===== src/admin_cmd_map.svh =====
// Purpose: register offsets, field positions, codes and reset values
// Assumes: included by bare name from the design files
// Notes:   definitions only
`ifndef ADMIN_CMD_MAP_SVH
`define ADMIN_CMD_MAP_SVH

// ==========================================================================
// register offsets (byte addresses in the memory-mapped window)
`define INTR_ENABLE_OFF     12'h088
`define INTR_REASON_OFF     12'h098
`define CMD_WORD_OFF        12'h0a0
`define CMD_STATUS_OFF      12'h0a8
`define FAULT_LOG_OFF       12'h0c0
`define REG_ADDR_W          12

// ==========================================================================
// command word fields
`define CMD_IRQ_BIT         31
`define CMD_CODE_HI         24
`define CMD_CODE_LO         20
`define CMD_OPND_HI         19
`define CMD_OPND_LO         0
`define OPND_WQ_NUM_HI      7
`define OPND_GROUP_HI       19
`define OPND_GROUP_LO       16
`define OPND_BITMAP_HI      15
`define WQ_GROUP_HI         7
`define WQ_GROUP_LO         4
`define WQ_MEMBER_HI        3

// ==========================================================================
// command codes
`define CODE_ENABLE_DEV     5'h01
`define CODE_DISABLE_DEV    5'h02
`define CODE_DRAIN_ALL      5'h03
`define CODE_ABORT_ALL      5'h04
`define CODE_RESET_DEV      5'h05
`define CODE_ENABLE_WQ      5'h06
`define CODE_DISABLE_WQ     5'h07
`define CODE_DRAIN_WQ       5'h08
`define CODE_ABORT_WQ       5'h09

// ==========================================================================
// interrupt_reason bit positions
`define RSN_SW_ERROR        0
`define RSN_CMD_DONE        1
`define RSN_OCCUPANCY       2
`define RSN_PERF_OVF        3
`define RSN_HALT            4
`define RSN_EVENT_LOG       5
`define RSN_REVOKED         31
`define RSN_LOW_W           6

// interrupt enable bits
`define IEN_SW_ERROR        0
`define IEN_HALT            1
`define IEN_EVENT_LOG       2
`define IEN_W               3

// command status and fault log fields
`define STS_ACTIVE_BIT      31
`define STS_ERR_W           8
`define ERR_NONE            8'h00
`define ERR_UNSUPPORTED     8'h01
`define FAULT_VALID_BIT     0
`define FAULT_CODE_LO       8
`define FAULT_CMD_BUSY      8'h01

// reset values
`define ZERO_WORD           32'h0000_0000

`endif


===== src/admin_cmd_pkg.sv =====
// Purpose: shared types of the admin command block
// Assumes: nothing
// Notes:   constants live in admin_cmd_map.svh
package admin_cmd_pkg;

    // ======================================================================
    // sequencer states, gray along idle-exec-wait-done
    typedef enum logic [1:0] {
        ST_IDLE = 2'b00,
        ST_EXEC = 2'b01,
        ST_WAIT = 2'b11,
        ST_DONE = 2'b10
    } seq_state_type;

    // ======================================================================
    // work handed to the drain/abort engine
    typedef enum logic [1:0] {
        ENG_DRAIN_ALL = 2'b00,
        ENG_ABORT_ALL = 2'b01,
        ENG_DRAIN_WQ  = 2'b10,
        ENG_ABORT_WQ  = 2'b11
    } engine_op_type;

endpackage : admin_cmd_pkg


===== src/wq_select.sv =====
// Purpose: expand a command operand into a per-work-queue selection mask
// Assumes: operand layout of the command word
// Notes:   purely combinational
`timescale 1ns/1ps
`default_nettype none
`include "admin_cmd_map.svh"

module wq_select #(
    parameter int NUM_WQ = 16
) (
    // operand in
    input  wire logic              i_single,
    input  wire logic [19:0]       i_operand,
    // mask out
    output var  logic [NUM_WQ-1:0] o_mask
);

    // ======================================================================
    // one comparator per queue
    genvar g;
    generate
        for (g = 0; g < NUM_WQ; g++) begin : g_wq
            localparam logic [7:0] WQ_NUM = 8'(g);
            always_comb begin
                if (i_single) begin
                    o_mask[g] = (i_operand[`OPND_WQ_NUM_HI:0] == WQ_NUM);
                end else begin
                    // group shares wq number bits 7:4, bitmap picks bits 3:0
                    o_mask[g] = (i_operand[`OPND_GROUP_HI:`OPND_GROUP_LO]
                                 == WQ_NUM[`WQ_GROUP_HI:`WQ_GROUP_LO])
                              && i_operand[WQ_NUM[`WQ_MEMBER_HI:0]];
                end
            end
        end
    endgenerate

endmodule : wq_select
`default_nettype wire


===== src/admin_command_and_irq_cause.sv =====
// Purpose: admin command front end and interrupt reason register
// Assumes: single 25 MHz clock, synchronous active-low reset
// Notes:   drain/abort work is done by an outside engine
`timescale 1ns/1ps
`default_nettype none
`include "admin_cmd_map.svh"

module admin_command_and_irq_cause #(
    parameter int NUM_WQ = 16
) (
    // clock and reset
    input  wire logic                        i_clock,
    input  wire logic                        i_rstn,
    // register access
    input  wire logic                        i_reg_wr,
    input  wire logic                        i_reg_rd,
    input  wire logic [`REG_ADDR_W-1:0]      i_reg_addr,
    input  wire logic [31:0]                 i_reg_wdata,
    output var  logic [31:0]                 o_reg_rdata,
    output var  logic                        o_reg_rvalid,
    // reason sources from elsewhere in the device
    input  wire logic                        i_evt_event_log,
    input  wire logic                        i_evt_halt,
    input  wire logic                        i_evt_perf_ovf,
    input  wire logic                        i_evt_occupancy,
    input  wire logic                        i_evt_revoked,
    // drain and abort engine
    output var  logic                        o_engine_req,
    output var  admin_cmd_pkg::engine_op_type o_engine_op,
    output var  logic [NUM_WQ-1:0]           o_wq_mask,
    input  wire logic                        i_engine_done,
    // device state
    output var  logic                        o_device_enabled,
    output var  logic [NUM_WQ-1:0]           o_wq_enabled,
    output var  logic                        o_config_clear,
    // message interrupt on table entry zero
    output var  logic                        o_msix0_req
);
    import admin_cmd_pkg::*;

    // ======================================================================
    // state
    typedef struct packed {
        seq_state_type         seq;
        logic                  active;
        logic [`STS_ERR_W-1:0] err;
        logic                  irq_req;
        logic [4:0]            code;
        logic [19:0]           operand;
        logic                  reason_hi;
        logic [`RSN_LOW_W-1:0] reason_lo;
        logic [`IEN_W-1:0]     ien;
        logic                  fault_valid;
        logic [`STS_ERR_W-1:0] fault_code;
        logic                  dev_en;
        logic [NUM_WQ-1:0]     wq_en;
        logic [31:0]           rdata;
        logic                  rvalid;
        logic                  engine_req;
        engine_op_type         engine_op;
        logic [NUM_WQ-1:0]     wq_mask;
        logic                  cfg_clear;
        logic                  msix;
    } state_type;

    state_type s_q;
    state_type s_d;

    // ======================================================================
    // decode helpers
    function automatic logic hit(input logic [`REG_ADDR_W-1:0] a,
                                 input logic [`REG_ADDR_W-1:0] off);
        hit = (a == off);
    endfunction : hit

    function automatic logic known_code(input logic [4:0] c);
        known_code = (c >= `CODE_ENABLE_DEV) && (c <= `CODE_ABORT_WQ);
    endfunction : known_code

    // ======================================================================
    // queue selection for the latched operand
    logic [NUM_WQ-1:0] sel_mask;

    wq_select #(
        .NUM_WQ    (NUM_WQ)
    ) i_wq_select (
        .i_single  (s_q.code == `CODE_ENABLE_WQ),
        .i_operand (s_q.operand),
        .o_mask    (sel_mask)
    );

    // ======================================================================
    // next state
    logic                  wr_cmd;
    logic                  wr_reason;
    logic                  wr_fault;
    logic                  fault_rise;
    logic                  cmd_done_evt;
    logic                  any_new;
    logic [`RSN_LOW_W-1:0] set_lo;
    logic [`RSN_LOW_W-1:0] clr_lo;

    always_comb begin
        s_d            = s_q;
        s_d.engine_req = 1'b0;
        s_d.cfg_clear  = 1'b0;
        s_d.msix       = 1'b0;
        s_d.rvalid     = 1'b0;
        cmd_done_evt   = 1'b0;
        set_lo         = '0;
        clr_lo         = '0;
        any_new        = 1'b0;

        wr_cmd    = i_reg_wr && hit(i_reg_addr, `CMD_WORD_OFF);
        wr_reason = i_reg_wr && hit(i_reg_addr, `INTR_REASON_OFF);
        wr_fault  = i_reg_wr && hit(i_reg_addr, `FAULT_LOG_OFF);

        // software registers
        if (i_reg_wr && hit(i_reg_addr, `INTR_ENABLE_OFF)) begin
            s_d.ien = i_reg_wdata[`IEN_W-1:0];
        end
        if (wr_fault && i_reg_wdata[`FAULT_VALID_BIT]) begin
            s_d.fault_valid = 1'b0;
        end

        // command acceptance; reserved bits 30:25 are not checked
        if (wr_cmd) begin
            if (s_q.active) begin
                // dropped whole; busy write logged instead
                s_d.fault_valid = 1'b1;
                s_d.fault_code  = `FAULT_CMD_BUSY;
            end else begin
                s_d.active  = 1'b1;
                s_d.irq_req = i_reg_wdata[`CMD_IRQ_BIT];
                s_d.code    = i_reg_wdata[`CMD_CODE_HI:`CMD_CODE_LO];
                s_d.operand = i_reg_wdata[`CMD_OPND_HI:`CMD_OPND_LO];
                s_d.seq     = ST_EXEC;
            end
        end

        // command sequencer
        unique case (s_q.seq)
            ST_IDLE: begin
            end
            ST_EXEC: begin
                s_d.seq = ST_DONE;
                s_d.err = `ERR_NONE;
                if (!known_code(s_q.code)) begin
                    s_d.err = `ERR_UNSUPPORTED;
                end else begin
                    unique case (s_q.code)
                        `CODE_ENABLE_DEV: begin
                            s_d.dev_en = 1'b1;
                        end
                        `CODE_DISABLE_DEV: begin
                            s_d.dev_en = 1'b0;
                            s_d.wq_en  = '0;
                        end
                        `CODE_RESET_DEV: begin
                            s_d.dev_en    = 1'b0;
                            s_d.wq_en     = '0;
                            s_d.cfg_clear = 1'b1;
                        end
                        `CODE_ENABLE_WQ: begin
                            s_d.wq_en = s_q.wq_en | sel_mask;
                        end
                        `CODE_DISABLE_WQ: begin
                            s_d.wq_en = s_q.wq_en & ~sel_mask;
                        end
                        `CODE_DRAIN_ALL: begin
                            s_d.engine_req = 1'b1;
                            s_d.engine_op  = ENG_DRAIN_ALL;
                            s_d.wq_mask    = '1;
                            s_d.seq        = ST_WAIT;
                        end
                        `CODE_ABORT_ALL: begin
                            s_d.engine_req = 1'b1;
                            s_d.engine_op  = ENG_ABORT_ALL;
                            s_d.wq_mask    = '1;
                            s_d.seq        = ST_WAIT;
                        end
                        `CODE_DRAIN_WQ: begin
                            s_d.engine_req = 1'b1;
                            s_d.engine_op  = ENG_DRAIN_WQ;
                            s_d.wq_mask    = sel_mask;
                            s_d.seq        = ST_WAIT;
                        end
                        default: begin
                            s_d.engine_req = 1'b1;
                            s_d.engine_op  = ENG_ABORT_WQ;
                            s_d.wq_mask    = sel_mask;
                            s_d.seq        = ST_WAIT;
                        end
                    endcase
                end
            end
            ST_WAIT: begin
                // engine owns the timing; no timeout is imposed
                if (i_engine_done) begin
                    s_d.seq = ST_DONE;
                end
            end
            ST_DONE: begin
                s_d.active   = 1'b0;
                s_d.seq      = ST_IDLE;
                cmd_done_evt = s_q.irq_req;
            end
        endcase

        // reason register; set wins over a same-cycle clear
        fault_rise = s_d.fault_valid && !s_q.fault_valid;
        set_lo[`RSN_SW_ERROR]  = fault_rise;
        set_lo[`RSN_CMD_DONE]  = cmd_done_evt;
        set_lo[`RSN_OCCUPANCY] = i_evt_occupancy;
        set_lo[`RSN_PERF_OVF]  = i_evt_perf_ovf;
        set_lo[`RSN_HALT]      = i_evt_halt && s_q.ien[`IEN_HALT];
        set_lo[`RSN_EVENT_LOG] = i_evt_event_log && s_q.ien[`IEN_EVENT_LOG];
        if (wr_reason) begin
            clr_lo = i_reg_wdata[`RSN_LOW_W-1:0];
        end
        s_d.reason_lo = (s_q.reason_lo & ~clr_lo) | set_lo;
        if (wr_reason && i_reg_wdata[`RSN_REVOKED]) begin
            s_d.reason_hi = 1'b0;
        end
        if (i_evt_revoked) begin
            s_d.reason_hi = 1'b1;
        end

        // only vector zero carries a reason
        any_new = cmd_done_evt
               || (fault_rise && s_q.ien[`IEN_SW_ERROR])
               || (|set_lo[`RSN_HALT:`RSN_OCCUPANCY])
               || set_lo[`RSN_EVENT_LOG]
               || i_evt_revoked;
        s_d.msix = any_new;

        // read path, answered one cycle later
        if (i_reg_rd) begin
            s_d.rvalid = 1'b1;
            s_d.rdata  = `ZERO_WORD;
            if (hit(i_reg_addr, `INTR_REASON_OFF)) begin
                s_d.rdata[`RSN_LOW_W-1:0] = s_q.reason_lo;
                s_d.rdata[`RSN_REVOKED]   = s_q.reason_hi;
            end else if (hit(i_reg_addr, `INTR_ENABLE_OFF)) begin
                s_d.rdata[`IEN_W-1:0] = s_q.ien;
            end else if (hit(i_reg_addr, `CMD_STATUS_OFF)) begin
                s_d.rdata[`STS_ACTIVE_BIT]  = s_q.active;
                s_d.rdata[`STS_ERR_W-1:0]   = s_q.err;
            end else if (hit(i_reg_addr, `FAULT_LOG_OFF)) begin
                s_d.rdata[`FAULT_VALID_BIT] = s_q.fault_valid;
                s_d.rdata[`FAULT_CODE_LO +: `STS_ERR_W] = s_q.fault_code;
            end
            // command word and unmapped offsets read as zero
        end
    end

    // ======================================================================
    // register stage
    always_ff @(posedge i_clock) begin
        if (!i_rstn) begin
            s_q           <= '0;
            s_q.seq       <= ST_IDLE;
            s_q.engine_op <= ENG_DRAIN_ALL;
        end else begin
            s_q <= s_d;
        end
    end

    // ======================================================================
    // outputs, all straight from the state register
    assign o_reg_rdata      = s_q.rdata;
    assign o_reg_rvalid     = s_q.rvalid;
    assign o_engine_req     = s_q.engine_req;
    assign o_engine_op      = s_q.engine_op;
    assign o_wq_mask        = s_q.wq_mask;
    assign o_device_enabled = s_q.dev_en;
    assign o_wq_enabled     = s_q.wq_en;
    assign o_config_clear   = s_q.cfg_clear;
    assign o_msix0_req      = s_q.msix;

endmodule : admin_command_and_irq_cause
`default_nettype wire


===== config.mk =====
export PLATFORM = sky130hd
export DESIGN_NAME = admin_command_and_irq_cause
export DESIGN_NICKNAME = d
export VERILOG_FILES = /design/src/admin_cmd_pkg.sv /design/src/wq_select.sv /design/src/admin_command_and_irq_cause.sv
export VERILOG_INCLUDE_DIRS = /design/src
export SDC_FILE = /design/constraint.sdc
export NUM_CORES = 1
export LEC_CHECK = 0
export CELL_PAD_IN_SITES_DETAIL_PLACEMENT = 0
export CELL_PAD_IN_SITES_GLOBAL_PLACEMENT = 1
export CORE_AREA = 8 8 104 106
export DETAILED_ROUTE_END_ITERATION = 12
export DIE_AREA = 0 0 112 114
export DONT_BUFFER_PORTS = 1
export HOLD_SLACK_MARGIN = 0.1
export PLACE_DENSITY_LB_ADDON = 0.1
export SYNTH_ARGS = -nofsm -noshare
export SYNTH_HDL_FRONTEND = slang
export SYNTH_SLANG_ARGS = --single-unit

===== constraint.sdc =====
create_clock -name i_clock -period 2.7 [get_ports i_clock]
set_input_delay 0.27 -clock i_clock [delete_from_list [all_inputs] [get_ports i_clock]]
set_output_delay 0.27 -clock i_clock [all_outputs]
set_load 0.02 [all_outputs]

* Word level (Yosys, flattened, before mapping) *
Cells that the tools add are included.

word-level totals
  bits in latches = 0
  register bits after elaboration = 105
  output and inout bits = 71
  word-level logic and storage cells = 156
  bits in read-only memories = 0
  input port bits = 54
  memory bits (writable) = 0
  memories = 0

operators by class
  add/sub/neg operators = 0
  multipliers = 0
  shift-type cells = 0
  order comparisons = 2
  bitwise gates (word level) = 9
  muxes and demuxes = 47
  eq/ne operators = 31
  div/mod/pow operators = 0
  reductions and logical operators = 47

operators by type and width
  cell                 number
  $pmux 19 s4          1
  $eq 8x4->1 const B   8
  $eq 12x8->1 const B  5
  $pmux 16 s3          1
  $eq 8x3->1 const B   4
  $mux 1               31
  $logic_and 1x1->1    27
  $eq 5x3->1 const B   4
  $mux 9               2
  $and 16x16->16       1
  $eq 8x2->1 const B   2
  $not 16->16          1
  $or 16x16->16        1
  $mux 13              1
  $mux 6               2
  $reduce_and 3->1     4
  $eq 5x2->1 const B   2
  $mux 10              1
  $mux 3               3
  $eq 8x1->1 const B   1
  $logic_not 8->1      1
  $mux 8               1
  $mux 7               1
  $and 6x6->6          1
  other kinds (21)     30

* Logic depth before layout (Yosys ltp) *
  word-level depth = 12
  depth in mapped cells = 7
  gate-level depth less buffers = 4

* Hierarchy *
From an unflattened synthesis, not the netlist that was laid out.

unflattened totals
  cells, all modules = 467
  area, all modules = 4416.7 sq um

modules (own cells, without submodules)
  module                       times used  seq. area each (sq um)  area each (sq um)  cells each
  admin_command_and_irq_cause  1           1781.7                  4156.5             434
  wq_select                    1           0.0                     260.2              33

* Least setup slack after synthesis *
Ideal clock, no wire load.

  path type = input port to flip-flop
  start = input port i_reg_addr[9]
  end = register s_q[100] (netlist name)
  data arrival time = 1.750 ns
  required time = 2.572 ns
  stages on the path = 7
  buffers on the path = 3
  setup time = 0.128 ns
  slack = 0.822 ns
  cell sequence = or4_1 > buf_2 > nor4_4 > buf_6 > buf_8 > mux2i_1 > nor2_1

between the ends
  word-level cells in the longest chain between the ends = 3

ends and longest elaborated chain
  what                               line                                source
  from (decl)                        admin_command_and_irq_cause.sv:17   input wire logic [`REG_ADDR_W-1:0] i_reg_addr,
  $eq 12x8->1                        admin_command_and_irq_cause.sv:73   hit = (a == off);
  $logic_and 1x1->1                  admin_command_and_irq_cause.sv:114  wr_cmd = i_reg_wr && hit(i_reg_addr, `CMD_WORD_OFF);
  $reduce_and 2->1 (no source line)  --
  to (decl)                          admin_command_and_irq_cause.sv:66   state_type s_q;

Every way passes these cells.
A chain may end at the register's enable or synchronous reset.

* Worst setup path after layout *
  start = input port i_reg_addr[9]
  end = register s_q[88] (netlist name)

between the ends
  word-level cells in the longest chain between the ends = 6

ends and longest elaborated chain
  what               line                                source
  $eq 12x8->1        admin_command_and_irq_cause.sv:73
  $logic_and 1x1->1  admin_command_and_irq_cause.sv:115  wr_reason = i_reg_wr && hit(i_reg_addr, `INTR_REASON_OFF);
  $mux 6             admin_command_and_irq_cause.sv:218  if (wr_reason) begin
  $not 6->6          admin_command_and_irq_cause.sv:221  s_d.reason_lo = (s_q.reason_lo & ~clr_lo) | set_lo;
  $and 6x6->6        admin_command_and_irq_cause.sv:221
  $or 6x6->6         admin_command_and_irq_cause.sv:221

Every way passes these cells.

==> flow_summary.yaml <==
synth:
  ys_seq_elements: 89
  syn-cell-area_mm2: 0.00446
  yosys_warnings: 0
  async_flop_share_pct: 0
  synth_seq_area_share_pct: 40.0
  synth_edf_count: 0
  synth_cell_type_count: 59
  post_synth.cell_area_avg_um2: 8.81
  synthesized_instance_count: 506
  synth_top_flop_cell: "sky130_fd_sc_hd__dfxtp_1"
sta:
  finalHoldViolations: 0
  slew_violations: 0
  worst-slew-pin-transition_ns: 0.738
  rsz0062_at_grt: "false"
  setup_viol_count_final: 0
  clock-skew-final_ns: 0.0148
  fin_crit_sh_pct: 80.6
  slew_headroom_pct: 50.7
  minimum_clock_period_ns: 2.18
  tns_ns: 0
  max_freq_mhz: 459
cts:
  clock_tree.htree_level_count: 3
  post_cts_resized: 0
  later_pin_clock_latency_in_the_skew_report_ns: 0.36
  root_buffer: "sky130_fd_sc_hd__clkbuf_8"
  ctsLongestPathBuffers: 2
  tritoncts.num_buffers: 9
  cts.clk_slew.worst_paths_ns: 0.09
  clock-sinks: 89
  tritoncts_clock_tree: "done"
floorplanning:
  design.die.area_mm2: 0.0128
  die_width_um: 112
  floorplan.rows: 35
  design.portCount: 125
  placeable_core_region_mm2: 0.00911
  initial_standard_cell_utilization_of_the_core_pct: 48.9
  die_h_um: 114
setup_path:
  worst_ep_required_time_ns: 2.95
  worstReg2RegEnd: "s_q[126]$_SDFF_PN0_"
  critical_path.cell_chain: "or4_1, nor3_1, and3_1, a311oi_1, dlygate4sd3_1"
  critical_path.reg2reg.startpoint: "s_q[124]$_SDFFE_PP0N_"
  critical-path-slowest-cell: "sky130_fd_sc_hd__or4_1"
  r2r_setup_slack_ns: 0.58
  worst-endpoint-arrival_ns: 2.43
  timing.critical_path.max_delay_family: "simple AND/OR/NAND/NOR gates"
  cp_num_buf_inv: 1
  end_kind: "flip-flop"
  cp.depth: 5
  worst_setup_path_start_kind: "primary input"
  crit_path_max_fanout: 7
  timing.reg2reg.worst_path_depth: 5
  cp_slowest_stage_delay_ns: 0.69
  crit_type: "in -> reg"
placement:
  globalplace.congestion: 0.800
  port_buffers: 0
  hpwl_um: 8000
finish:
  design.final.nets: 543
  fillerInstances: 883
  multi_input_area_mm2: 0.00204
  regArea_mm2: 0.00178
  drive_above_1_share_pct: 7.29
  utilization_pct: 51.7
  num_antenna_cells: 0
  area_growth_syn_to_layout_pct: 5.78
power_and_ir_drop:
  power.density_mw_per_mm2: 498
  peakVddDrop_v: 0.000202
  total_leakage_power_nw: 1.67
outcome:
  outcome: "finished, final reports clean"
hold_path:
  hold_path_depth: 1
  hold_end: "o_reg_rvalid$_SDFF_PN0_"
  min-delay-start: "i_rstn"
  worst_hold_path_type: "in -> reg"
detailed_routing:
  drt_first_pass_iters: 4
  routed_wl_um: 11500
  viasPerCell: 5.76
  detail_route.drc_violations: 0
  detail_route.iter0.violations: 204
  ant_nets: 0
  detailroute.via_count: 3486
  wl_per_cell_um: 19.0
global_routing:
  total_global_route_track_usage_pct: 17.9
  antenna_found_initial: 0
  global_route_wire_length_before_repair_um: 18600
  overflow: 0
  grt_pass1_vias: 3412
  grt_max_degree: 50
job:
  max_cap_violations: 0
-- sequential cells by signal, summed over array words and instances, names as in the netlist --
signal            flops
o_reg_rdata           8
s_q                  42
o_config_clear        1
o_wq_mask            16
o_engine_req          1
o_device_enabled      1
o_msix0_req           1
o_engine_op           2
o_reg_rvalid          1
o_wq_enabled         16
-- cells in the final DEF, fill, tap and decap left out, drive strengths merged, types with 4 or more instances in the layout --
cell / instances
dlygate4sd3: 36
nor2: 40
a32oi: 14
nand2: 17
nor2b: 7
a21oi: 47
dfxtp: 89
o21ai: 26
and3: 4
nor4: 5
nand2b: 7
nor3: 8
o221ai: 11
buf: 13
or3b: 5
conb: 24
inv: 20
o211ai: 4
nand3: 12
mux2i: 31
clkbuf: 11
a31oi: 11
-- worst max-delay path by stage --
| stage | startpoint | endpoint | slack (ns) |
|---|---|---|---|
| 3_3_place_gp | s_q[113]$_SDFFE_PN0P_ | o_wq_enabled[10]$_SDFFE_PN0P_ | 0.66 |
| 2_1_floorplan | i_reg_addr[9] | s_q[100]$_SDFFE_PN0P_ | 0.82 |
| 3_5_place_dp | i_reg_addr[9] | o_reg_rdata[2]$_SDFFE_PN0P_ | 0.68 |
| 4_1_cts | i_reg_addr[9] | s_q[88]$_SDFF_PN0_ | 0.58 |
| 6_report | i_reg_addr[9] | s_q[88]$_SDFF_PN0_ | 0.52 |
| 5_1_grt | i_reg_addr[9] | s_q[88]$_SDFF_PN0_ | 0.45 |
-- layout make-up --
cell class                 count  area share, %
multi-input combinational    321           43.2
sequential                    89           37.8
tap                          111           2.95
clock inverter                 5          0.823
inverter                      19           1.51
clock buffer                  11           3.21
timing repair buffer          49           10.5
-- synthesized netlist by cell type, drive strengths merged (4+ instances only) --
library cell  count  area share [%]
nor2             40             3.4
dfxtp            89              40
and3              4            0.56
or3b              5            0.98
clkbuf           24             2.0
mux2i            31             7.0
o211ai            4            0.67
nand3            12             1.3
a32oi            14             2.8
a31oi            11             1.5
nor4              5             1.2
nor2b             7            0.98
nor3              8            0.90
o21ai            26             2.9
buf              76              13
nand2            17             1.4
o221ai           11             2.2
a21oi            47             5.3
inv              19             1.6
nand2b            7            0.98
-- stage by stage --
stage                     total power, mW  cell area [µm²]  cells  worst slack [ns]  hold WS [ns]
after floorplan                      1.46             4540    529             0.822         0.371
after global placement               1.43             4140    552             0.661         0.373
after detailed placement             1.43             4140    552             0.676         0.374
after CTS                            2.37             4710    605             0.577         0.101
after global routing                 2.44             4710    605             0.452         0.113
final                                2.35             4710    605             0.523         0.108
-- repair_timing --
item	in CTS	in global routing
endpoints found under the hold margin	84	0
buffers inserted	0	0
hold buffers	37	0
-- routing by layer --
layer	part of all wire (%)	GRT usage, %
met3	8.7	6.13
met2	45	27.9
met5	0	0
met4	0.99	5.94
met1	45	22.8
-- kinds of logic after synthesis --
kind of cell           Yosys count  synth area share, %
AO/OA/AOI/OAI                  136                 20.0
buffers and inverters          119                 16.5
flip-flops                      89                 40.0
multiplexers                    31                 6.96
other                            1               0.0842
AND/OR/NAND/NOR                130                 16.4
-- where the power goes --
part	internal [mW]	switching, mW
combinational	0.0528	0.0806
clock	0.390	0.497
sequential	1.32	0.00713
(Power assumes the default switching activity.)
